==> src/common/scc_cfg.svh <==
// register offsets, field positions and reset values of the system control
`ifndef SCC_CFG_SVH
`define SCC_CFG_SVH
`define SCC_ADDR_W        8
`define SCC_OFF_CLKCFG    8'h00
`define SCC_OFF_MODE      8'h04
`define SCC_OFF_RUN_EN    8'h08
`define SCC_OFF_SLP_EN    8'h0c
`define SCC_OFF_DSL_EN    8'h10
`define SCC_OFF_PRST      8'h14
`define SCC_OFF_RAW       8'h18
`define SCC_OFF_IMASK     8'h1c
`define SCC_OFF_MIS       8'h20
`define SCC_OFF_ICLR      8'h24
`define SCC_OFF_RCAUSE    8'h28
`define SCC_OFF_LDO       8'h2c
`define SCC_OFF_SWRST     8'h30
`define SCC_OFF_PRESENT   8'h34
`define SCC_OFF_MEMSIZE   8'h38
`define SCC_OFF_PINS      8'h3c
`define SCC_OFF_STATUS    8'h40
`define SCC_CLK_SRC_LSB   0
`define SCC_PLL_REF_LSB   4
`define SCC_USE_PLL_BIT   6
`define SCC_DIV_LSB       8
`define SCC_MAIN_DIS_BIT  16
`define SCC_INT_DIS_BIT   17
`define SCC_GATE_BIT      18
`define SCC_XTAL_LSB      20
`define SCC_XTAL_MIN      5'h04
`define SCC_XTAL_MAX      5'h16
`define SCC_LDO_DEFAULT   4'h5
`define SCC_LDO_MAX       4'ha
`define SCC_NUM_INT       7
`define SCC_NUM_RC        5
`define SCC_MODE_SLEEP    2'h1
`define SCC_MODE_DEEP     2'h2
`define SCC_SWRST_KEY     32'h0000_0001
`define SCC_RST_PULSE     8'h10
`endif

==> src/common/scc_pkg.sv <==
// types shared by the system control block
package scc_pkg;
  typedef enum logic [2:0] {
    SRC_MAIN, SRC_INT, SRC_INT4, SRC_EXT, SRC_PLL
  } scc_src_e;
  typedef enum logic [1:0] {ST_RUN, ST_SLEEP, ST_DEEP} scc_pwr_e;
endpackage : scc_pkg

==> src/hdl/scc_top.sv <==
// system clock, reset and power control with register port
//
// Summary of operation
// - system clock from one of five sources
// - pll reference from any oscillator
// - sleep gates cpu, clocks unchanged
// - deep sleep: no pll, its reference oscillator direct
// - sleep on request, enabled interrupt wakes
// - five reset sources reset device
// - every reset cause recorded until cleared, readable
// - per-peripheral enable, disable and reset
// - separate sleep and deep-sleep enable sets
// - seven system interrupt events
// - per-source enable, latched until cleared
// - read-only sizes, presence and pins
// - ldo setting, default nominal
// - active oscillator cannot be disabled
// - system divider one to sixty-four
// - sleep enables only with clock gating
`timescale 1ns/1ns
`include "scc_cfg.svh"
module scc_top #(
  parameter int NPER    = 16,
  parameter logic [31:0] PRESENT_INFO = 32'h0000_ffff, // arbitrary
  parameter logic [31:0] MEMSIZE_INFO = 32'h0010_0040, // arbitrary
  parameter logic [31:0] PINS_INFO    = 32'h0000_00ff  // arbitrary
) (
  input  wire logic                   clk,       // 100 MHz clock
  input  wire logic                   arst_n,    // async reset, low
  input  wire logic [`SCC_ADDR_W-1:0] addr,      // register address
  input  wire logic [31:0]            wdata,     // write data
  input  wire logic                   wr,        // write strobe
  input  wire logic                   rd,        // read strobe
  output logic      [31:0]            rdata,     // read data, next cycle
  input  wire logic [6:0]             evt_in,    // raw interrupt events
  input  wire logic [4:0]             rst_evt,   // reset causes, pins
  input  wire logic                   wake_req,  // any enabled irq
  input  wire logic                   sleep_req, // cpu sleep instruction
  input  wire logic                   deep_req,  // sleep is deep
  output logic      [2:0]             clk_src,   // selected source
  output logic      [1:0]             pll_ref,   // pll reference
  output logic      [5:0]             sys_div,   // divider minus one
  output logic                        cpu_clk_en, // cpu clock gate
  output logic                        main_osc_en, // main oscillator on
  output logic                        int_osc_en,  // internal osc on
  output logic      [NPER-1:0]        per_clk_en,  // peripheral clocks
  output logic      [NPER-1:0]        per_rst,     // peripheral resets
  output logic                        sys_rst_req, // device reset
  output logic      [3:0]             ldo_set,     // ldo voltage code
  output logic                        irq          // system interrupt
);
  // the enable and reset words are 32 bits wide, so no more than that
  if (NPER < 1 || NPER > 32)
  begin : g_nper_chk
    $error("NPER out of range");
  end

  // ****************************************************************
  // state
  // ****************************************************************
  logic [31:0] clkcfg, run_en, slp_en, dsl_en, prst_reg;
  logic [6:0]  raw, imask;
  logic [4:0]  rcause;
  scc_pkg::scc_pwr_e pwr;
  logic [4:0]  rst_s1, rst_s2;
  logic [6:0]  evt_s1, evt_s2;
  logic        wake_s1, wake_s2;
  logic [7:0]  rst_cnt;
  logic [31:0] next_rdata;
  logic [2:0]  req_src;
  logic [2:0]  use_osc;   // oscillator that will feed the system

  wire wr_clk = wr && addr == `SCC_OFF_CLKCFG;
  wire gate   = clkcfg[`SCC_GATE_BIT];

  // two-flop synchronisers; first stage feeds only the second
  always_ff @(posedge clk or negedge arst_n)
    if (!arst_n)
    begin
      rst_s1 <= 5'h00;
      rst_s2 <= 5'h00;
      evt_s1 <= 7'h00;
      evt_s2 <= 7'h00;
      wake_s1 <= 1'b0;
      wake_s2 <= 1'b0;
    end
    else
    begin
      rst_s1 <= rst_evt;
      rst_s2 <= rst_s1;
      evt_s1 <= evt_in;
      evt_s2 <= evt_s1;
      wake_s1 <= wake_req;
      wake_s2 <= wake_s1;
    end

  // ****************************************************************
  // clock configuration
  // ****************************************************************
  // oscillator in use may not be switched off; its disable bit is forced
  // a refused source keeps the old one, which must stay protected too
  always_comb
  begin
    req_src = wdata[`SCC_CLK_SRC_LSB +: 3];
    use_osc = 3'h0;
    if (req_src > 3'h4)
      req_src = clkcfg[`SCC_CLK_SRC_LSB +: 3];
    // pll reference codes share the codes of the four oscillators
    if (req_src == scc_pkg::SRC_PLL)
      use_osc = {1'b0, wdata[`SCC_PLL_REF_LSB +: 2]};
    else
      use_osc = req_src;
  end
  always_ff @(posedge clk or negedge arst_n)
    if (!arst_n)
      clkcfg <= 32'h0000_0000;
    else if (wr_clk)
    begin
      clkcfg <= wdata;
      clkcfg[`SCC_CLK_SRC_LSB +: 3] <= req_src;
      // checked by software: an odd crystal code only skews rates
      if (use_osc == scc_pkg::SRC_MAIN)
        clkcfg[`SCC_MAIN_DIS_BIT] <= 1'b0;
      if (use_osc == scc_pkg::SRC_INT || use_osc == scc_pkg::SRC_INT4)
        clkcfg[`SCC_INT_DIS_BIT] <= 1'b0;
    end

  // deep sleep drops the pll and runs its reference oscillator directly,
  // so the system never lands on an oscillator that software switched off
  always_ff @(posedge clk or negedge arst_n)
    if (!arst_n)
    begin
      clk_src <= 3'h0;
      pll_ref <= 2'h0;
      sys_div <= 6'h00;
      main_osc_en <= 1'b1;
      int_osc_en <= 1'b1;
    end
    else
    begin
      clk_src <= (pwr == scc_pkg::ST_DEEP &&
                  clkcfg[2:0] == scc_pkg::SRC_PLL) ?
                 {1'b0, clkcfg[`SCC_PLL_REF_LSB +: 2]} :
                 clkcfg[2:0];
      pll_ref <= clkcfg[`SCC_PLL_REF_LSB +: 2];
      sys_div <= clkcfg[`SCC_DIV_LSB +: 6];
      main_osc_en <= !clkcfg[`SCC_MAIN_DIS_BIT];
      // on by default; its disable bit switches it off
      int_osc_en  <= !clkcfg[`SCC_INT_DIS_BIT];
    end

  // ****************************************************************
  // power modes
  // ****************************************************************
  always_ff @(posedge clk or negedge arst_n)
    if (!arst_n)
      pwr <= scc_pkg::ST_RUN;
    else
      case (pwr)
        scc_pkg::ST_RUN:
          if (sleep_req && deep_req) pwr <= scc_pkg::ST_DEEP;
          else if (sleep_req) pwr <= scc_pkg::ST_SLEEP;
        scc_pkg::ST_SLEEP, scc_pkg::ST_DEEP:
          if (wake_s2) pwr <= scc_pkg::ST_RUN;
        default: pwr <= scc_pkg::ST_RUN;
      endcase

  // cpu clock gated in both sleeps; peripheral sets per mode
  always_ff @(posedge clk or negedge arst_n)
    if (!arst_n)
    begin
      cpu_clk_en <= 1'b1;
      per_clk_en <= '0;
    end
    else
    begin
      cpu_clk_en <= pwr == scc_pkg::ST_RUN;
      case (pwr)
        scc_pkg::ST_SLEEP:
          per_clk_en <= gate ? slp_en[NPER-1:0] : run_en[NPER-1:0];
        scc_pkg::ST_DEEP:
          per_clk_en <= gate ? dsl_en[NPER-1:0] : run_en[NPER-1:0];
        default: per_clk_en <= run_en[NPER-1:0];
      endcase
    end

  // ****************************************************************
  // peripheral enables and resets
  // ****************************************************************
  always_ff @(posedge clk or negedge arst_n)
    if (!arst_n)
    begin
      run_en <= '0;
      slp_en <= '0;
      dsl_en <= '0;
      prst_reg <= '0;
    end
    else
    begin
      if (wr && addr == `SCC_OFF_RUN_EN) run_en <= wdata;
      if (wr && addr == `SCC_OFF_SLP_EN) slp_en <= wdata;
      if (wr && addr == `SCC_OFF_DSL_EN) dsl_en <= wdata;
      if (wr && addr == `SCC_OFF_PRST) prst_reg <= wdata;
    end
  always_ff @(posedge clk or negedge arst_n)
    if (!arst_n) per_rst <= '0;
    else per_rst <= prst_reg[NPER-1:0];

  // ****************************************************************
  // interrupts
  // ****************************************************************
  // set wins over a clear in the same cycle
  always_ff @(posedge clk or negedge arst_n)
    if (!arst_n)
    begin
      raw <= 7'h00;
      imask <= 7'h00;
    end
    else
    begin
      raw <= (raw & ~((wr && addr == `SCC_OFF_ICLR) ? wdata[6:0] : 7'h00))
             | evt_s2;
      if (wr && addr == `SCC_OFF_IMASK) imask <= wdata[6:0];
    end
  always_ff @(posedge clk or negedge arst_n)
    if (!arst_n) irq <= 1'b0;
    else irq <= |(raw & imask);

  // ****************************************************************
  // resets and cause record
  // ****************************************************************
  // cause flags have no async reset so they survive the device reset
  always_ff @(posedge clk)
    rcause <= (rcause & ~((wr && addr == `SCC_OFF_RCAUSE) ?
               wdata[4:0] : 5'h00)) | rst_s2 |
              {3'h0, wr && addr == `SCC_OFF_SWRST &&
               wdata == `SCC_SWRST_KEY, 1'b0};
  always_ff @(posedge clk or negedge arst_n)
    if (!arst_n) rst_cnt <= 8'h00;
    else if (|rst_s2 || (wr && addr == `SCC_OFF_SWRST &&
             wdata == `SCC_SWRST_KEY))
      rst_cnt <= `SCC_RST_PULSE;
    else if (rst_cnt != 8'h00)
      rst_cnt <= rst_cnt - 8'h01;
  always_ff @(posedge clk or negedge arst_n)
    if (!arst_n) sys_rst_req <= 1'b0;
    else sys_rst_req <= rst_cnt != 8'h00;

  // ldo code 0..10 covers the adjustable span, 5 is nominal
  always_ff @(posedge clk or negedge arst_n)
    if (!arst_n) ldo_set <= `SCC_LDO_DEFAULT;
    else if (wr && addr == `SCC_OFF_LDO && wdata[3:0] <= `SCC_LDO_MAX)
      ldo_set <= wdata[3:0];

  // ****************************************************************
  // read port
  // ****************************************************************
  always_comb
  begin
    next_rdata = 32'h0000_0000;
    case (addr)
      `SCC_OFF_CLKCFG:  next_rdata = clkcfg;
      `SCC_OFF_MODE:    next_rdata = {30'h0, pwr};
      `SCC_OFF_RUN_EN:  next_rdata = run_en;
      `SCC_OFF_SLP_EN:  next_rdata = slp_en;
      `SCC_OFF_DSL_EN:  next_rdata = dsl_en;
      `SCC_OFF_PRST:    next_rdata = prst_reg;
      `SCC_OFF_RAW:     next_rdata = {25'h0, raw};
      `SCC_OFF_IMASK:   next_rdata = {25'h0, imask};
      `SCC_OFF_MIS:     next_rdata = {25'h0, raw & imask};
      `SCC_OFF_RCAUSE:  next_rdata = {27'h0, rcause};
      `SCC_OFF_LDO:     next_rdata = {28'h0, ldo_set};
      `SCC_OFF_PRESENT: next_rdata = PRESENT_INFO;
      `SCC_OFF_MEMSIZE: next_rdata = MEMSIZE_INFO;
      `SCC_OFF_PINS:    next_rdata = PINS_INFO;
      `SCC_OFF_STATUS:  next_rdata = {24'h0, per_clk_en[0], cpu_clk_en,
                                     sys_div};
      default:          next_rdata = 32'h0000_0000;
    endcase
  end
  always_ff @(posedge clk or negedge arst_n)
    if (!arst_n) rdata <= 32'h0000_0000;
    else if (rd) rdata <= next_rdata;
    else rdata <= 32'h0000_0000;
endmodule : scc_top

==> config.mk <==
export PLATFORM = sky130hd
export DESIGN_NAME = scc_top
export DESIGN_NICKNAME = d
export VERILOG_FILES = /design/src/common/scc_pkg.sv /design/src/hdl/scc_top.sv
export VERILOG_INCLUDE_DIRS = /design/src /design/src/common
export SDC_FILE = /design/constraint.sdc
export NUM_CORES = 1
export LEC_CHECK = 0
export BUFFER_PORTS_ARGS = -buffer_cell sky130_fd_sc_hd__buf_2
export CAP_MARGIN = 20
export CORE_MARGIN = 3
export CORE_UTILIZATION = 60
export CTS_BUF_LIST = sky130_fd_sc_hd__clkbuf_4
export DETAILED_ROUTE_END_ITERATION = 8
export MAX_ROUTING_LAYER = met4
export PLACE_DENSITY = 0.81
export SETUP_SLACK_MARGIN = 0.1
export SYNTH_ARGS = -nofsm -noshare
export SYNTH_HDL_FRONTEND = slang
export SYNTH_SLANG_ARGS = --single-unit
==> constraint.sdc <==
create_clock -name clk -period 3.5 [get_ports clk]
set_clock_uncertainty 0.2 [all_clocks]
set_input_delay 0.7 -clock clk [delete_from_list [all_inputs] [get_ports clk]]
set_output_delay 0.7 -clock clk [all_outputs]
set_load 0.01 [all_outputs]
==> flow_summary.ini <==
[run_status]
outcome = finished, final reports clean

[floorplanning]
core_area_sq_um = 21100
die-area_sq_um = 23400
start_util_pct = 61.3
io_pins = 143
die_h_um = 153
rows = 53
die_width_um = 153

[pwr]
power_density_nw_per_um2 = 506
leakagePower_nw = 7.62
total_power_w = 0.00769
ir_drop_uv = 336

[critical_path]
r2r_end = per_clk_en[9]$_DFF_PN0_
r2r_cells = 8
reg2reg_slack_ns = 0.94
worst_setup_path_start_kind = flip-flop
end_kind = flip-flop
crit_fanout = 20
r2r-start = pwr[0]$_DFFE_PN0P_
arrival_ns = 2.91
critical_path_class = flip-flop to flip-flop
worst_ep_required_time_ns = 3.85

[drt]
drtIter0Drc = 1158
wirelength_mm = 35.7
antenna_left = 0
wl_per_cell_um = 22.5
viasPerCell = 6.17
first_pass_iters = 6
num_vias = 9789
drc = 0

[global_routing]
grt_pass1_vias = 9941
antenna_found_initial = 3
grt_pass1_wl_mm = 55.6
grt.total_usage_pct = 31.3
grt_max_degree = 88
overflow = 0

[logic_synthesis]
syn_area_per_cell_sq_um = 12.4
yosysMostFrequentCell = dfrtp_1
netlist_area_sq_um = 12900
synth_edf_count = 0
yosysUniqueCellTypes = 65
synth_top_area_share_pct = 55.9
async_reset_ff_share_pct = 98.3
synth_cells = 1041
synthTopCellsByArea = dfrtp_1 (56%), mux2_2 (8.9%), mux2_4 (7.0%), nand2_1 (4.4%), a22oi_1 (2.8%)
ys_seq_elements = 299
synth_ff_type = dfrtp_1
synth_common_cells = dfrtp_1 (289), nand2_1 (152), mux2_2 (102)
yosys_warnings = 0
syn_nets = 1105
synth_area_leader_cell = dfrtp_1
yosysSeqAreaShare_pct = 57.7

[timing]
final-hold-violation-count = 0
worstMarginPinSlew_ns = 0.803
setup_viol = 0
grt_setup_unrepaired = no
drv_slew = 0
tns_ns = 0
period_share_pct = 73.0
maxSlewHeadroom_pct = 46.1
fmax_mhz = 391
period_needed_ns = 2.56

[job]
max-cap-violations = 0

[clock_tree]
cts_buffers = 78
cts.clk_slew.worst_paths_ns = 0.06
cts_hold_buf = 14
clock_path_buffers = 3
cts.sinks = 299
cts_tree = yes
clkLatencyLatePin_ns = 0.69
postCtsSetupBuffers = 0
cts_resized = 0
cts.htree.levels = 3
root_buffer = clkbuf_4

[placement]
place_hpwl_mm = 23.6
io_buffers = 142
gp_congestion = 0.966

[worst_hold_path]
hold_class = primary input to flip-flop
hold_end = pwr[0]$_DFFE_PN0P_
hp-start = deep_req
holdPathStages = 2

[cells_and_area]
area_delta_synth_final_pct = 17.3
num-nets-final = 1316
layout-drive-gt1-share_pct = 37.5
layout make-up:
cell class / count / area (sq um)
clock buffers: 116 / 871
clock inverters: 21 / 160
flip-flops and latches: 299 / 7460
fillers: 1455 / 5910
repair buffers: 202 / 1260
well taps: 275 / 344
inverters: 13 / 48.8
multi-input cells: 658 / 5030
diodes: 3 / 7.51
cell families after synthesis:
group | after synthesis | share of synthesized area (%)
DFF | 299 | 57.7
and+or+nand+nor | 267 | 9.90
AOI/OAI and AO/OA | 206 | 11.2
muxes | 175 | 16.9
buffers and inverters | 84 | 3.43
xor gates and xnor gates | 5 | 0.339
adders and majority gates | 5 | 0.484
routing by layer:
metal | wire, um | global-route usage [%]
met4 | 1040 | 11.0
met1 | 14300 | 42.3
met2 | 16800 | 47.6
met3 | 3550 | 6.82
met5 | 0 | -
metrics by stage:
stage	worst slack, ns	instances	area, sq um	hold WS, ns	utilization, %
2_1_floorplan	1.10	1041	12900	0.131	-
3_3_place_gp	0.467	1433	14000	0.134	66.4
6_report	0.945	1587	15200	0.0529	72.0
5_1_grt	0.812	1587	15200	0.0230	72.0
4_1_cts	0.990	1584	15200	0.0184	71.9
3_5_place_dp	0.516	1433	14000	0.135	66.4
critical path, cell delays in order, from the launching register on:
cell and delay, ns:
dfrtp_1 0.47, inv_1 0.13, ha_1 0.15, buf_4 0.29, nor2_1 0.07, o21ai_1 0.64, buf_4 0.32, nand2_1 0.06
o21ai_0 0.11
cell usage in the layout (no fill, tap or decap), drive strengths merged, types with 3 or more instances in the layout:
master	count
a21o	15
a21oi	30
a221oi	6
a22o	23
a22oi	49
a31oi	11
a32oi	5
a41oi	3
buf	188
bufinv	3
clkbuf	116
clkinv	17
dfrtp	289
dfstp	5
dfxtp	5
diode	3
dlygate4sd3	14
ha	5
inv	14
mux2	162
mux2i	12
nand2	153
nand3	21
nand4	3
nor2	48
nor3	10
nor4	11
nor4b	4
o2111ai	3
o21ai	35
o22a	13
xor2	4
power by group:
part,total (W),internal (W),switching (W)
combinational,0.000808,0.000287,0.000522
sequential,0.00374,0.00362,0.000118
clock,0.00314,0.00174,0.00141
total,0.00769,0.00564,0.00205
how the worst max path moves through the flow:
stage,from,end,slack [ns],depth (start not counted)
2_1_floorplan,addr[3],run_en[10]$_DFFE_PN0P_,1.10,7
3_3_place_gp,addr[5],rdata[0]$_DFF_PN0_,0.47,6
3_5_place_dp,addr[5],rdata[0]$_DFF_PN0_,0.52,6
4_1_cts,pwr[0]$_DFFE_PN0P_,per_clk_en[10]$_DFF_PN0_,0.99,8
5_1_grt,pwr[0]$_DFFE_PN0P_,per_clk_en[9]$_DFF_PN0_,0.81,8
6_report,pwr[0]$_DFFE_PN0P_,per_clk_en[9]$_DFF_PN0_,0.94,8
Note: power is estimated with default switching activity, not from simulation.
